==> src/rtl/dcr_pkg.sv <==
/*
  Constants of the DMA controller identity and capability register bank:
  register offsets, capability field positions and codes, reserved masks.
  Assumes a 32-bit AHB-Lite register port with word-aligned registers.
*/
package dcr_pkg;

  // register byte offsets within the bank
  localparam logic [11:0] DCR_OFS_IDENTITY = 12'h000;
  localparam logic [11:0] DCR_OFS_CAPS = 12'h004;
  localparam logic [11:0] DCR_OFS_CTRL = 12'h008;
  localparam logic [11:0] DCR_OFS_STAT = 12'h00C;

  // identity code: value is arbitrary, not taken from any product
  localparam logic [31:0] DCR_IDENTITY_CODE = 32'h5A5A_0001;

  // capability field positions
  localparam int DCR_CAP_PROT_BIT = 25;
  localparam int DCR_CAP_CHMAP_BIT = 24;
  localparam int DCR_CAP_REGN_LSB = 20;
  localparam int DCR_CAP_EVQ_LSB = 16;
  localparam int DCR_CAP_PSET_LSB = 12;
  localparam int DCR_CAP_INTCH_LSB = 8;
  localparam int DCR_CAP_QCH_LSB = 4;
  localparam int DCR_CAP_DMACH_LSB = 0;

  // capability field codes
  localparam logic DCR_CAP_PROT = 1'h0;
  localparam logic DCR_CAP_CHMAP = 1'h0;
  localparam logic [1:0] DCR_CAP_REGN = 2'h2;
  localparam logic [2:0] DCR_CAP_EVQ = 3'h1;
  localparam logic [2:0] DCR_CAP_PSET = 3'h3;
  localparam logic [2:0] DCR_CAP_INTCH = 3'h4;
  localparam logic [2:0] DCR_CAP_QCH = 3'h4;
  localparam logic [2:0] DCR_CAP_DMACH = 3'h5;

  // reserved bits: forced zero, and free (fill) bits
  localparam logic [31:0] DCR_CAP_ZERO_MASK = 32'h00C0_0000;
  localparam logic [31:0] DCR_CAP_FREE_MASK = 32'hFC08_8888;

  // control register layout and reset
  localparam int DCR_CTRL_FILL_BIT = 0;
  localparam logic DCR_CTRL_FILL_RESET = 1'h0;

  // bus encodings
  localparam logic [1:0] DCR_HTRANS_NONSEQ = 2'h2;
  localparam logic [2:0] DCR_HSIZE_WORD = 3'h2;
  localparam logic DCR_HRESP_OKAY = 1'h0;

endpackage : dcr_pkg

==> src/rtl/dcr_ahb_decode.sv <==
/*
  Address-phase decode of the AHB-Lite register port.
  Assumes haddr, htrans, hsize and hwrite are valid while hready is high.
*/
`timescale 1ns/1ns
`default_nettype none
module dcr_ahb_decode
  import dcr_pkg::*;
#(
  parameter int ADDR_W = 12
) (
  input wire logic hsel,
  input wire logic hready,
  input wire logic [1:0] htrans,
  input wire logic hwrite,
  input wire logic [2:0] hsize,
  input wire logic [ADDR_W-1:0] haddr,
  output logic acc_rd,
  output logic acc_wr,
  output logic acc_hit,
  output logic [1:0] acc_idx
);

  logic acc_valid;

  // seq and nonseq both start a transfer; only whole aligned words hit
  assign acc_valid = hsel & hready & htrans[1];
  assign acc_rd = acc_valid & ~hwrite;
  assign acc_wr = acc_valid & hwrite;
  assign acc_idx = haddr[3:2];
  assign acc_hit = (haddr[ADDR_W-1:4] == '0) & (haddr[1:0] == 2'h0)
                   & (hsize == DCR_HSIZE_WORD);

endmodule : dcr_ahb_decode
`default_nettype wire

==> src/rtl/dcr_cap_compose.sv <==
/*
  Builds the capability word from the fixed resource codes.
  Assumes the fill level is steady for the cycle in which it is sampled.
*/
`timescale 1ns/1ns
`default_nettype none
module dcr_cap_compose
  import dcr_pkg::*;
(
  input wire logic fill,
  output logic [31:0] cap_word
);

  logic [31:0] base;

  // fixed codes; reserved positions start at zero
  always_comb begin
    base = 32'h0000_0000;
    base[DCR_CAP_PROT_BIT] = DCR_CAP_PROT;
    base[DCR_CAP_CHMAP_BIT] = DCR_CAP_CHMAP;
    base[DCR_CAP_REGN_LSB +: 2] = DCR_CAP_REGN;
    base[DCR_CAP_EVQ_LSB +: 3] = DCR_CAP_EVQ;
    base[DCR_CAP_PSET_LSB +: 3] = DCR_CAP_PSET;
    base[DCR_CAP_INTCH_LSB +: 3] = DCR_CAP_INTCH;
    base[DCR_CAP_QCH_LSB +: 3] = DCR_CAP_QCH;
    base[DCR_CAP_DMACH_LSB +: 3] = DCR_CAP_DMACH;
  end

  // free reserved bits follow the fill level, forced ones stay zero
  for (genvar b = 0; b < 32; b++) begin : g_bit
    if (DCR_CAP_FREE_MASK[b]) begin : g_free
      assign cap_word[b] = fill;
    end else begin : g_fixed
      assign cap_word[b] = base[b] & ~DCR_CAP_ZERO_MASK[b];
    end
  end

endmodule : dcr_cap_compose
`default_nettype wire

==> src/rtl/dcr_regs.sv <==
/*
  Identity and capability register bank of a DMA channel controller,
  reached as a zero-wait AHB-Lite slave, plus a small control and
  status pair for the reserved-bit fill level and unmapped accesses.
  Assumes a single master, one clock hclk and reset hresetn.
*/
//
// Overview of operation
// - identity register returns one fixed 32-bit code
// - capability bit 25 reads zero, no protection
// - capability bit 24 reads zero, fixed mapping
// - bits 21-20 read 2h, four shadow regions
// - bits 18-16 read 1, two event queues
// - bits 14-12 read 3h, 128 parameter sets
// - bits 10-8 read 4h, 64 interrupt channels
// - bits 6-4 read 4h, 8 quick channels
// - bits 2-0 read 5h, 64 DMA channels
// - bits 23-22 zero, other reserved free
`timescale 1ns/1ns
`default_nettype none
module dcr_regs
  import dcr_pkg::*;
#(
  parameter int ADDR_W = 12,
  parameter int CNT_W = 16
) (
  input wire logic hclk,
  input wire logic hresetn,
  input wire logic hsel,
  input wire logic [ADDR_W-1:0] haddr,
  input wire logic [1:0] htrans,
  input wire logic hwrite,
  input wire logic [2:0] hsize,
  input wire logic [31:0] hwdata,
  input wire logic hready,
  output logic [31:0] hrdata,
  output logic hreadyout,
  output logic hresp
);

  //////////////////////////////////////////////////////////////////////
  // address phase decode

  logic acc_rd;
  logic acc_wr;
  logic acc_hit;
  logic [1:0] acc_idx;

  dcr_ahb_decode #(
    .ADDR_W(ADDR_W)
  ) u_decode (
    .hsel(hsel),
    .hready(hready),
    .htrans(htrans),
    .hwrite(hwrite),
    .hsize(hsize),
    .haddr(haddr),
    .acc_rd(acc_rd),
    .acc_wr(acc_wr),
    .acc_hit(acc_hit),
    .acc_idx(acc_idx)
  );

  //////////////////////////////////////////////////////////////////////
  // state declarations

  logic wr_pend_ff;
  logic nxt_wr_pend;
  logic [1:0] wr_idx_ff;
  logic [1:0] nxt_wr_idx;
  logic [31:0] hrdata_ff;
  logic [31:0] nxt_hrdata;
  logic hreadyout_ff;
  logic nxt_hreadyout;
  logic hresp_ff;
  logic nxt_hresp;
  logic fill_ff;
  logic nxt_fill;
  logic [CNT_W-1:0] miss_cnt_ff;
  logic [CNT_W-1:0] nxt_miss_cnt;

  logic ctrl_wr_now;
  logic stat_wr_now;
  logic fill_eff;
  logic [31:0] cap_word;
  logic [31:0] rd_word;
  logic miss_now;

  //////////////////////////////////////////////////////////////////////
  // capability word

  // a read right behind a control write must see the new fill level
  assign ctrl_wr_now = wr_pend_ff & (wr_idx_ff == DCR_OFS_CTRL[3:2]);
  assign stat_wr_now = wr_pend_ff & (wr_idx_ff == DCR_OFS_STAT[3:2]);
  assign fill_eff = ctrl_wr_now ? hwdata[DCR_CTRL_FILL_BIT] : fill_ff;

  dcr_cap_compose u_compose (
    .fill(fill_eff),
    .cap_word(cap_word)
  );

  //////////////////////////////////////////////////////////////////////
  // read multiplexer

  // unmapped or odd-sized reads return zero rather than an error
  always_comb begin
    rd_word = 32'h0000_0000;
    if (acc_hit) begin
      unique case (acc_idx)
        DCR_OFS_IDENTITY[3:2]: rd_word = DCR_IDENTITY_CODE;
        DCR_OFS_CAPS[3:2]: rd_word = cap_word;
        DCR_OFS_CTRL[3:2]: begin
          rd_word[DCR_CTRL_FILL_BIT] = fill_eff;
        end
        DCR_OFS_STAT[3:2]: begin
          rd_word[CNT_W-1:0] = stat_wr_now ? '0 : miss_cnt_ff;
        end
      endcase
    end
  end

  //////////////////////////////////////////////////////////////////////
  // bus pipeline: zero wait, data registered at the address phase

  // the read word is picked at the address phase so hrdata leaves a flop,
  // at the cost of a decode path from haddr straight into that flop
  always_comb begin
    nxt_wr_pend = acc_wr & acc_hit;
    nxt_wr_idx = acc_wr ? acc_idx : wr_idx_ff;
    nxt_hrdata = acc_rd ? rd_word : 32'h0000_0000;
    nxt_hreadyout = 1'b1; // never stretched
    nxt_hresp = DCR_HRESP_OKAY;
  end

  always_ff @(posedge hclk or negedge hresetn) begin
    if (!hresetn) begin
      wr_pend_ff <= 1'b0;
      wr_idx_ff <= 2'h0;
      hrdata_ff <= 32'h0000_0000;
      hreadyout_ff <= 1'b1;
      hresp_ff <= 1'b0;
    end else begin
      wr_pend_ff <= nxt_wr_pend;
      wr_idx_ff <= nxt_wr_idx;
      hrdata_ff <= nxt_hrdata;
      hreadyout_ff <= nxt_hreadyout;
      hresp_ff <= nxt_hresp;
    end
  end

  assign hrdata = hrdata_ff;
  assign hreadyout = hreadyout_ff;
  assign hresp = hresp_ff;

  //////////////////////////////////////////////////////////////////////
  // control register: only the fill level is writable

  // identity and capability writes fall through here untouched
  always_comb begin
    nxt_fill = fill_ff;
    if (ctrl_wr_now) begin
      nxt_fill = hwdata[DCR_CTRL_FILL_BIT];
    end
  end

  always_ff @(posedge hclk or negedge hresetn) begin
    if (!hresetn) begin
      fill_ff <= DCR_CTRL_FILL_RESET;
    end else begin
      fill_ff <= nxt_fill;
    end
  end

  //////////////////////////////////////////////////////////////////////
  // unmapped access counter, saturating, cleared by a status write

  assign miss_now = (acc_rd | acc_wr) & ~acc_hit;

  // a miss in the clearing cycle survives as a count of one
  always_comb begin
    nxt_miss_cnt = miss_cnt_ff;
    if (stat_wr_now) begin
      nxt_miss_cnt = miss_now ? CNT_W'(1) : '0;
    end else if (miss_now && (miss_cnt_ff != '1)) begin
      nxt_miss_cnt = miss_cnt_ff + CNT_W'(1);
    end
  end

  always_ff @(posedge hclk or negedge hresetn) begin
    if (!hresetn) begin
      miss_cnt_ff <= '0;
    end else begin
      miss_cnt_ff <= nxt_miss_cnt;
    end
  end

  //////////////////////////////////////////////////////////////////////
  // checks on the read values and the write behaviour

  logic rd_id;
  logic rd_cap;
  logic wr_ro;

  assign rd_id = acc_rd & acc_hit & (acc_idx == DCR_OFS_IDENTITY[3:2]);
  assign rd_cap = acc_rd & acc_hit & (acc_idx == DCR_OFS_CAPS[3:2]);
  assign wr_ro = acc_wr & acc_hit & ~acc_idx[1];

  AST_IDENTITY_CODE: assert property (
    @(posedge hclk) disable iff (!hresetn)
    rd_id |=> (hrdata == DCR_IDENTITY_CODE) && hreadyout)
    else $error("identity read returned a wrong code");

  AST_CAP_NO_PROT: assert property (
    @(posedge hclk) disable iff (!hresetn)
    rd_cap |=> !hrdata[25])
    else $error("capability protection bit not zero");

  AST_CAP_NO_CHMAP: assert property (
    @(posedge hclk) disable iff (!hresetn)
    rd_cap |=> !hrdata[24])
    else $error("capability channel mapping bit not zero");

  AST_CAP_REGIONS: assert property (
    @(posedge hclk) disable iff (!hresetn)
    rd_cap |=> (hrdata[21:20] == 2'h2))
    else $error("shadow region code wrong");

  AST_CAP_QUEUES: assert property (
    @(posedge hclk) disable iff (!hresetn)
    rd_cap |=> (hrdata[18:16] == 3'h1))
    else $error("event queue code wrong");

  AST_CAP_PSETS: assert property (
    @(posedge hclk) disable iff (!hresetn)
    rd_cap |=> (hrdata[14:12] == 3'h3))
    else $error("parameter set code wrong");

  AST_CAP_INTCH: assert property (
    @(posedge hclk) disable iff (!hresetn)
    rd_cap |=> (hrdata[10:8] == 3'h4))
    else $error("interrupt channel code wrong");

  AST_CAP_QCH: assert property (
    @(posedge hclk) disable iff (!hresetn)
    rd_cap |=> (hrdata[6:4] == 3'h4))
    else $error("quick channel code wrong");

  AST_CAP_DMACH: assert property (
    @(posedge hclk) disable iff (!hresetn)
    rd_cap |=> (hrdata[2:0] == 3'h5))
    else $error("DMA channel code wrong");

  AST_CAP_RESERVED: assert property (
    @(posedge hclk) disable iff (!hresetn)
    rd_cap |=> (hrdata[23:22] == 2'h0)
      && (hrdata[31:26] == {6{$past(fill_eff)}}))
    else $error("reserved capability bits wrong");

  AST_RO_WRITE_IGNORED: assert property (
    @(posedge hclk) disable iff (!hresetn)
    wr_ro |=> !hresp && hreadyout ##1 $stable(fill_ff)
      && ($stable(miss_cnt_ff) || $past(miss_now)))
    else $error("write to read-only register changed state");

  //////////////////////////////////////////////////////////////////////
  // checks on the bus answer and the reserved fill

  // the port never stretches a transfer
  AST_BUS_READY: assert property (
    @(posedge hclk) disable iff (!hresetn)
    hreadyout)
    else $error("bus ready dropped");

  // every transfer, mapped or not, is answered without an error
  AST_BUS_OKAY: assert property (
    @(posedge hclk) disable iff (!hresetn)
    hresp == DCR_HRESP_OKAY)
    else $error("bus answered with an error");

  // outside a read data phase the read bus rests at zero
  AST_RD_IDLE_ZERO: assert property (
    @(posedge hclk) disable iff (!hresetn)
    !acc_rd |=> (hrdata == 32'h0000_0000))
    else $error("read data present outside a read");

  // the low free reserved bits track the fill level like bits 31-26
  AST_CAP_FREE_LOW: assert property (
    @(posedge hclk) disable iff (!hresetn)
    rd_cap |=> (hrdata[19] == $past(fill_eff)) && (hrdata[15] == $past(fill_eff))
      && (hrdata[11] == $past(fill_eff)) && (hrdata[7] == $past(fill_eff))
      && (hrdata[3] == $past(fill_eff)))
    else $error("low reserved capability bits wrong");

  // fixed fields as one word, free positions masked out; the constant
  // is spelled out so a slip in the field table cannot hide itself
  AST_CAP_WORD: assert property (
    @(posedge hclk) disable iff (!hresetn)
    rd_cap |=> ((hrdata & ~DCR_CAP_FREE_MASK) == 32'h0021_3445))
    else $error("capability word wrong");

  // the fill level moves only with a control write
  AST_FILL_HOLDS: assert property (
    @(posedge hclk) disable iff (!hresetn)
    !ctrl_wr_now |=> $stable(fill_ff))
    else $error("fill level changed without a control write");

  // a write to a read-only register is a hit, so it must not count
  // as an unmapped access; a status clear in that cycle is left out
  AST_RO_WRITE_NO_MISS: assert property (
    @(posedge hclk) disable iff (!hresetn)
    wr_ro && !stat_wr_now |=> $stable(miss_cnt_ff))
    else $error("read-only write counted as unmapped");

  //////////////////////////////////////////////////////////////////////
  // checks on the unmapped access counter

  // each miss adds one until the counter is full; software reads
  // the count to find stray accesses, so a lost step hides one
  AST_MISS_COUNT_UP: assert property (
    @(posedge hclk) disable iff (!hresetn)
    miss_now && !stat_wr_now && (miss_cnt_ff != '1)
      |=> (miss_cnt_ff == $past(miss_cnt_ff) + CNT_W'(1)))
    else $error("miss counter did not step");

  // the counter stops at its top value instead of wrapping
  AST_MISS_SATURATE: assert property (
    @(posedge hclk) disable iff (!hresetn)
    miss_now && !stat_wr_now && (miss_cnt_ff == '1) |=> (miss_cnt_ff == '1))
    else $error("miss counter wrapped");

  // a miss in the clearing cycle leaves a count of one
  AST_MISS_CLEAR_SET: assert property (
    @(posedge hclk) disable iff (!hresetn)
    stat_wr_now && miss_now |=> (miss_cnt_ff == CNT_W'(1)))
    else $error("miss lost in the clearing cycle");

  // a clear with no miss empties the counter
  AST_MISS_CLEAR: assert property (
    @(posedge hclk) disable iff (!hresetn)
    stat_wr_now && !miss_now |=> (miss_cnt_ff == '0))
    else $error("miss counter not cleared");

endmodule : dcr_regs
`default_nettype wire
==> config.mk <==
export PLATFORM = sky130hd
export DESIGN_NAME = dcr_regs
export DESIGN_NICKNAME = d
export VERILOG_FILES = /design/src/rtl/dcr_pkg.sv /design/src/rtl/dcr_ahb_decode.sv /design/src/rtl/dcr_cap_compose.sv /design/src/rtl/dcr_regs.sv
export SDC_FILE = /design/constraint.sdc
export NUM_CORES = 1
export LEC_CHECK = 0
export BUFFER_PORTS_ARGS = -buffer_cell sky130_fd_sc_hd__buf_4
export CORE_MARGIN = 5
export CORE_UTILIZATION = 50
export CTS_CLUSTER_DIAMETER = 40
export CTS_CLUSTER_SIZE = 30
export DETAILED_ROUTE_END_ITERATION = 10
export GPL_ROUTABILITY_DRIVEN = 0
export GPL_TIMING_DRIVEN = 1
export PLACE_DENSITY = 0.89
export SLEW_MARGIN = 20
export SYNTH_ARGS = -nofsm -noshare
export SYNTH_HDL_FRONTEND = slang
export SYNTH_SLANG_ARGS = --single-unit
==> constraint.sdc <==
create_clock -name hclk -period 2.85 [get_ports hclk]
set_clock_uncertainty 0.1 [all_clocks]
set_input_delay 0.4275 -clock hclk [delete_from_list [all_inputs] [get_ports hclk]]
set_output_delay 0.4275 -clock hclk [all_outputs]
set_load 0.05 [all_outputs]
==> results by group, run 1 <==
Layout
  • Layout area overhead: 23.51%
  • Final #Nets: 284
  • Ant diodes: 0
  • Most common cell after layout, fill and taps aside: buf_4
  • Commonest non-fill, non-tap cells in the layout: 54 x buf_4, 40 x dfrtp_1, 16 x nand2_1, 12 x or4_1, 11 x nor2_1
  • FF+latch area: 1001 sq um
  • Layout cell share with drive strength beyond 1: 27.83%
  • Fill count: 317
  • Footprint of the multi-input gates: 749.5 sq um

Placement
  • Final HPWL from detailed placement: 3039 um
  • Pre-CTS WS: 602.8 ps
  • # port buffers: 50

Synthesis
  • Synth area leader: dfrtp_1
  • Cell area after synthesis: 1884 sq um
  • Synth Area per Inst: 10.19 sq um
  • Yosys warns: 0
  • Post-synth ARST share: 100.0%
  • Top cell type's share of synthesized area: 53.12%
  • Synth Register Bits: 40
  • Yosys cell types: 37
  • Sequential share of the synthesized area: 53.12%
  • Largest cells by area after synthesis: dfrtp_1 53%, buf_4 5.6%, or4_1 4.8%, a21o_1 3.6%, nand2_1 3.2%
  • Post-Synthesis Cells: 185
  • Number of flops mapped to enable cells by yosys: 0
  • Top_reg_cell synth: dfrtp_1

Setup path
  • WP buf/inv: 0
  • CP endpoint kind: register
  • Worst setup SP type: register
  • Largest stage delay on the critical path: 560 ps
  • Critical path class: reg2reg
  • Top Family by Delay on Critical Path: simple AND/OR/NAND/NOR gates
  • Worst-path maximum fanout: 18
  • Worst path slowest cell: or4_1
  • Crit path top cell by count: or4_1
  • CP Cell Sequence: ha_1 > nand4_1 > or4_1 > nand3_2 > or4_1 > a21oi_1
  • CP required: 2970 ps
  • CP arrival: 2330 ps

Drt
  • Initial DRC count: 121
  • Via Count: 1530
  • Vias/cell: 5.504
  • DRC: 0
  • Final ANT Viol Nets: 0
  • Total wire length: 4120 um
  • DRT Pass-1 Iters: 4
  • Avg WL per Cell: 14.82 um

Floorplan
  • Die Wd: 71.39 um
  • Chip Height: 71.39 um
  • # rows: 22
  • Initial Util: 51.47%
  • I/O pin total: 88
  • CORE AREA: 3661 sq um
  • Die area: 5097 sq um

GRT
  • Vias in the first global route: 1529
  • Largest net degree at the start of global routing: 41
  • Initial antenna violation count: 0
  • First-pass GRT wire length: 6851 um
  • Grt ovf: 0
  • Total Routing Usage GR: 17.27%

Timing
  • Setup ws final: 644.7 ps
  • Unrepaired setup endpoints after global routing: false
  • Post-route minimum period: 2205 ps
  • Final Cycle Share: 77.38%
  • Worst Max-Slew Pin Slew: 527.6 ps
  • Final slew viol count: 0
  • Rel. slew slack: 64.83%
  • Final setup fails: 0
  • Final Hold Viols: 0
  • Post-Route Setup TNS: 0 ps
  • Fmax: 453.5 MHz

Power and ir drop
  • Leakage power total: 1.192 nW
  • Pwr Density: 491.4 nW/um^2
  • Peak VDD IR: 0.0002766 V
  • Total power: 1.144 mW

Status
  • Outcome: completed

Clocking
  • Worst-path clk slew: 70 ps
  • Clock buffer depth: 2
  • Skew-Pair Late Insertion Delay: 300 ps
  • CTS tree: yes
  • # Post-CTS Setup Buffers: 0
  • Clock Sink Count: 40
  • CTS H-tree depth: 2
  • Root buffer cell: clkbuf_8
  • # hold bufs at CTS: 1
  • Cts repair resizes: 0
  • CTS buffer count: 5

Worst hold path
  • Hold Crit Class: in2reg

Flow run
  • # Max-Cap Violations: 0
## state kept, by name, summed over array words and instances (netlist names)
| signal | cells |
|---|---|
| hrdata | 20 |
| wr_pend_ff | 1 |
| fill_ff | 1 |
| wr_idx_ff | 2 |
| miss_cnt_ff | 16 |
## cell type report
type | count | share of cell area, %
flip-flops and latches | 40 | 43.01
multi-input cells | 124 | 32.20
repair buffers | 55 | 17.85
clock buffers | 8 | 3.871
well taps | 48 | 2.581
inverters | 3 | 0.4839
## synthesized netlist by cell type, types with 2 or more instances
cell type / instances
nor3_1: 5
inv_1: 3
buf_2: 2
nand2_1: 16
conb_1: 2
xor2_1: 2
nand4_1: 6
o21ai_0: 4
nor2_1: 11
buf_4: 14
a21o_1: 9
mux2_2: 2
and2_1: 2
a211oi_1: 2
o31ai_1: 5
or4_1: 12
and3_1: 8
nand3b_1: 2
dfrtp_1: 40
nand3_1: 9
a21oi_1: 7
nor4_1: 3
clkbuf_1: 5
## where the power goes
part | total, mW | switching (mW) | internal, mW
clock network | 0.381 | 0.184 | 0.197
registers | 0.641 | 0.0448 | 0.597
logic | 0.121 | 0.0700 | 0.0509
total | 1.14 | 0.299 | 0.845
## metal layers
layer  wire length [um]  share of wire [%]  track usage [%]
met4                 99                2.4            10.44
met5                  0                  0                0
met2               2091                 51            27.35
met3                293                7.1            5.189
met1               1635                 40            20.61
## path summary, 6_finish.rpt
check	from	end	slack [ps]	cells past startpoint
max in group asynchronous	hresetn	hrdata[2]$_DFF_PN0_	1780	2
worst min-delay path	haddr[2]	hrdata[25]$_DFF_PN0_	230	2
worst max register to register	miss_cnt_ff[0]$_DFFE_PN0P_	miss_cnt_ff[12]$_DFFE_PN0P_	640	6
min in group asynchronous	hresetn	hrdata[10]$_DFF_PN0_	540	2
worst max-delay path	miss_cnt_ff[0]$_DFFE_PN0P_	miss_cnt_ff[12]$_DFFE_PN0P_	640	6
worst min register to register	miss_cnt_ff[14]$_DFFE_PN0P_	miss_cnt_ff[14]$_DFFE_PN0P_	440	1
## logic make-up (layout without fill, tap and decap cells)
family	after synthesis	after routing	synth area share, %
multiplexers	3	3	1.726
AND/OR/NAND/NOR	80	80	23.77
buffers and inverters	24	66	7.703
other	2	5	0.3986
flip-flops	40	40	53.12
AO/OA/AOI/OAI	33	33	11.69
adder cells (fa/ha/maj)	1	1	0.6639
XOR/XNOR	2	2	0.9298
## worst reg2reg max path: stages, from the launching register on
cell and delay [ps]:
dfrtp_1 440, ha_1 270, nand4_1 110, or4_1 190, nand3_2 290, or4_1 570
a21oi_1 160
## through the flow
stage | utilization [%] | std cells | cell area, sq um | hold slack, ps
5_1_grt | 63.57 | 278 | 2327 | 225.9
6_report | 63.57 | 278 | 2327 | 234.7
4_1_cts | 63.57 | 278 | 2327 | 226.9
3_3_place_gp | 60.83 | 269 | 2227 | 317.4
2_1_floorplan | - | 188 | 1896 | 31.91
3_5_place_dp | 60.83 | 269 | 2227 | 323.9
(Power assumes the default switching activity.)
==> inputs of run 2 (changes only) <==
--- a/config.mk
+++ b/config.mk
@@ -5,15 +5,16 @@
 export SDC_FILE = /design/constraint.sdc
 export NUM_CORES = 1
 export LEC_CHECK = 0
+export ABC_AREA = 1
 export BUFFER_PORTS_ARGS = -buffer_cell sky130_fd_sc_hd__buf_4
 export CORE_MARGIN = 5
-export CORE_UTILIZATION = 50
+export CORE_UTILIZATION = 44
 export CTS_CLUSTER_DIAMETER = 40
 export CTS_CLUSTER_SIZE = 30
 export DETAILED_ROUTE_END_ITERATION = 10
 export GPL_ROUTABILITY_DRIVEN = 0
 export GPL_TIMING_DRIVEN = 1
-export PLACE_DENSITY = 0.89
+export PLACE_DENSITY = 0.81
 export SLEW_MARGIN = 20
 export SYNTH_ARGS = -nofsm -noshare
 export SYNTH_HDL_FRONTEND = slang
==> constraint.sdc (replaced) <==
create_clock -name hclk -period 1.82 [get_ports hclk]
set_clock_uncertainty 0.1 [all_clocks]
set_input_delay 0.273 -clock hclk [delete_from_list [all_inputs] [get_ports hclk]]
set_output_delay 0.273 -clock hclk [all_outputs]
set_load 0.05 [all_outputs]
==> results by group, run 2 <==
Status
  • Outcome: completed

Timing
  • Fmax: 597.7 MHz
  • Post-route minimum period: 1673 ps
  • Final slew viol count: 0
  • Post-Route Setup TNS: 0 ps
  • Worst Max-Slew Pin Slew: 618.8 ps
  • Unrepaired setup endpoints after global routing: false
  • Rel. slew slack: 58.75%
  • WHS: 61.78 ps
  • Final Cycle Share: 91.93%
  • Final setup fails: 0
  • Final Hold Viols: 0

Placement
  • # port buffers: 50
  • Final HPWL from detailed placement: 3332 um

Synthesis
  • Synth area leader: dfrtp_1
  • Post-Synthesis Cells: 266
  • Yosys cell types: 28
  • Top cells by count, synth: 58 x nand2_1, 40 x dfrtp_1, 34 x nand3_1
  • Synth Area in Compound Gates: 4.447%
  • Count leader, synth: nand2_1
  • Largest cells by area after synthesis: dfrtp_1 46%, nand2_1 9.9%, nand3_1 7.8%, buf_4 4.8%, inv_1 3.8%
  • Top cell type's share of synthesized area: 45.61%
  • Yosys warns: 0
  • Cell area after synthesis: 2195 sq um
  • Proportion of synthesized area in mux cells: 0%
  • Synth Register Bits: 40
  • Post-Synth Simple-Gate Area: 34.72%
  • Xor/xnor cell area share of the yosys netlist: 2.794%
  • Number of flops mapped to enable cells by yosys: 0
  • Post-synthesis adder-cell area fraction: 0.5701%
  • Top_reg_cell synth: dfrtp_1
  • Sequential share of the synthesized area: 45.61%
  • Largest family of logic cells by synthesized area: simple AND/OR/NAND/NOR gates
  • Synth Area per Inst: 8.250 sq um
  • Post-synth ARST share: 100.0%

Layout
  • Ant diodes: 0
  • Max FFs per register: 20
  • Fill count: 455
  • FF+latch area: 1001 sq um
  • Final #Nets: 368
  • Commonest non-fill, non-tap cells in the layout: 58 x nand2_1, 58 x buf_4, 40 x dfrtp_1, 34 x nand3_1, 22 x inv_1
  • Layout cell share with drive strength beyond 1: 29.07%
  • Layout area overhead: 21.15%
  • Footprint of the multi-input gates: 957.2 sq um

Drt
  • DRT Pass-1 Iters: 5
  • Final ANT Viol Nets: 0
  • Vias/cell: 4.926
  • Via Count: 1872
  • Initial DRC count: 156
  • DRC: 0
  • Avg WL per Cell: 11.91 um
  • Total wire length: 4526 um

Clocking
  • CTS buffer count: 5
  • # Post-CTS Setup Buffers: 0
  • CTS tree: yes
  • Clock Sink Count: 40
  • CTS H-tree depth: 2
  • Clock buffer depth: 2
  • Worst-path clk slew: 70 ps
  • Skew-Pair Late Insertion Delay: 280 ps
  • Root buffer cell: clkbuf_8

Power and ir drop
  • Pwr Density: 661.5 nW/um^2
  • Peak VDD IR: 0.0003712 V
  • Total power: 1.759 mW
  • Leakage power total: 1.342 nW

GRT
  • Largest net degree at the start of global routing: 41
  • First-pass GRT wire length: 7797 um
  • Initial antenna violation count: 0
  • Total Routing Usage GR: 15.29%
  • Vias in the first global route: 1745
  • Grt ovf: 0

Flow run
  • # Max-Cap Violations: 0

Floorplan
  • I/O pin total: 88
  • Die area: 6500 sq um
  • Die Wd: 80.63 um
  • Chip Height: 80.63 um
  • # rows: 25
  • Initial Util: 45.86%
  • CORE AREA: 4786 sq um

Setup path
  • Worst setup SP type: register
  • Critical path class: reg2reg
  • CP required: 1900 ps
  • Worst-path maximum fanout: 16
  • CP endpoint kind: register
  • CP arrival: 1750 ps

Worst hold path
  • Hold Crit Class: in2reg
==> run 2: cell types whose count changed after synthesis, sizes merged, moves of 8 or more <==
cell	change
nand2	+44
nand3	+29
nor2	+23
inv	+22
or4	-12
a21o	-9
and3	-8
nand3b	+8
==> run 2: metal layers <==
metal	wire, um	GRT usage (%)	vias up
li1	-	-	925
met1	1760	17.93	867
met2	2333	27.81	74
met3	355	2.803	6
met4	77	5.068	0
met5	0	0	-
==> run 2: power breakdown <==
group | internal (mW) | switching, mW | total (mW)
Combinational | 0.0980 | 0.132 | 0.230
Sequential | 0.932 | 0.0555 | 0.987
Clock | 0.260 | 0.281 | 0.541
==> run 2: repair_timing <==
action | in CTS | in global routing
resized for setup | 1 | 0
hold endpoints to repair | 40 | 0
hold buffers | 1 | 0
setup endpoints to repair | 1 | 0
==> run 2: logic make-up (layout without fill, tap and decap cells) <==
family | after synthesis | after routing
flip-flops | 40 | 40
XOR/XNOR | 7 | 7
buffers and inverters | 47 | 91
AO/OA/AOI/OAI | 16 | 16
adder cells (fa/ha/maj) | 1 | 1
AND/OR/NAND/NOR | 153 | 153
other | 2 | 5
==> run 2: worst max-delay path: stages, from the launching register on <==
cell and delay [ps]:
dfrtp_1 410, ha_1 230, nand3_2 100, inv_2 40, buf_4 130, nand2_2 80
inv_2 40, nand3_2 70, nand3_4 180, nand3_1 130, nand2_1 60
==> run 2: per-stage QoR <==
| stage | worst slack [ps] | instance area, sq um | std cells | utilization [%] |
|---|---|---|---|---|
| after global routing | 37.70 | 2659 | 380 | 55.56 |
| after detailed placement | -11.65 | 2566 | 372 | 53.62 |
| after CTS | 137.0 | 2659 | 380 | 55.56 |
| after global placement | 23.81 | 2566 | 372 | 53.62 |
| after floorplan | 265.1 | 2206 | 269 | - |
| final | 146.9 | 2659 | 380 | 55.56 |
==> run 2: area by class of cell <==
| type | instances | area share [%] |
|---|---|---|
| flip-flops and latches | 40 | 37.65 |
| multi-input cells | 182 | 36.00 |
| repair buffers | 59 | 16.75 |
| inverters | 25 | 3.529 |
| well taps | 67 | 3.153 |
| clock buffers | 6 | 2.729 |
| clock inverters | 1 | 0.1882 |
==> run 2: path summary, 6_finish.rpt <==
kind | startpoint | to | slack [ps] | cells past startpoint
setup reg to reg | miss_cnt_ff[1]$_DFFE_PN0P_ | miss_cnt_ff[12]$_DFFE_PN0P_ | 150 | 10
min in group asynchronous | hresetn | hrdata[9]$_DFF_PN0_ | 390 | 2
setup / recovery | miss_cnt_ff[1]$_DFFE_PN0P_ | miss_cnt_ff[12]$_DFFE_PN0P_ | 150 | 10
hold reg to reg | wr_idx_ff[1]$_DFFE_PN0P_ | wr_idx_ff[1]$_DFFE_PN0P_ | 430 | 2
max in group asynchronous | hresetn | miss_cnt_ff[10]$_DFFE_PN0P_ | 890 | 2
hold / removal | haddr[2] | hrdata[25]$_DFF_PN0_ | 60 | 2
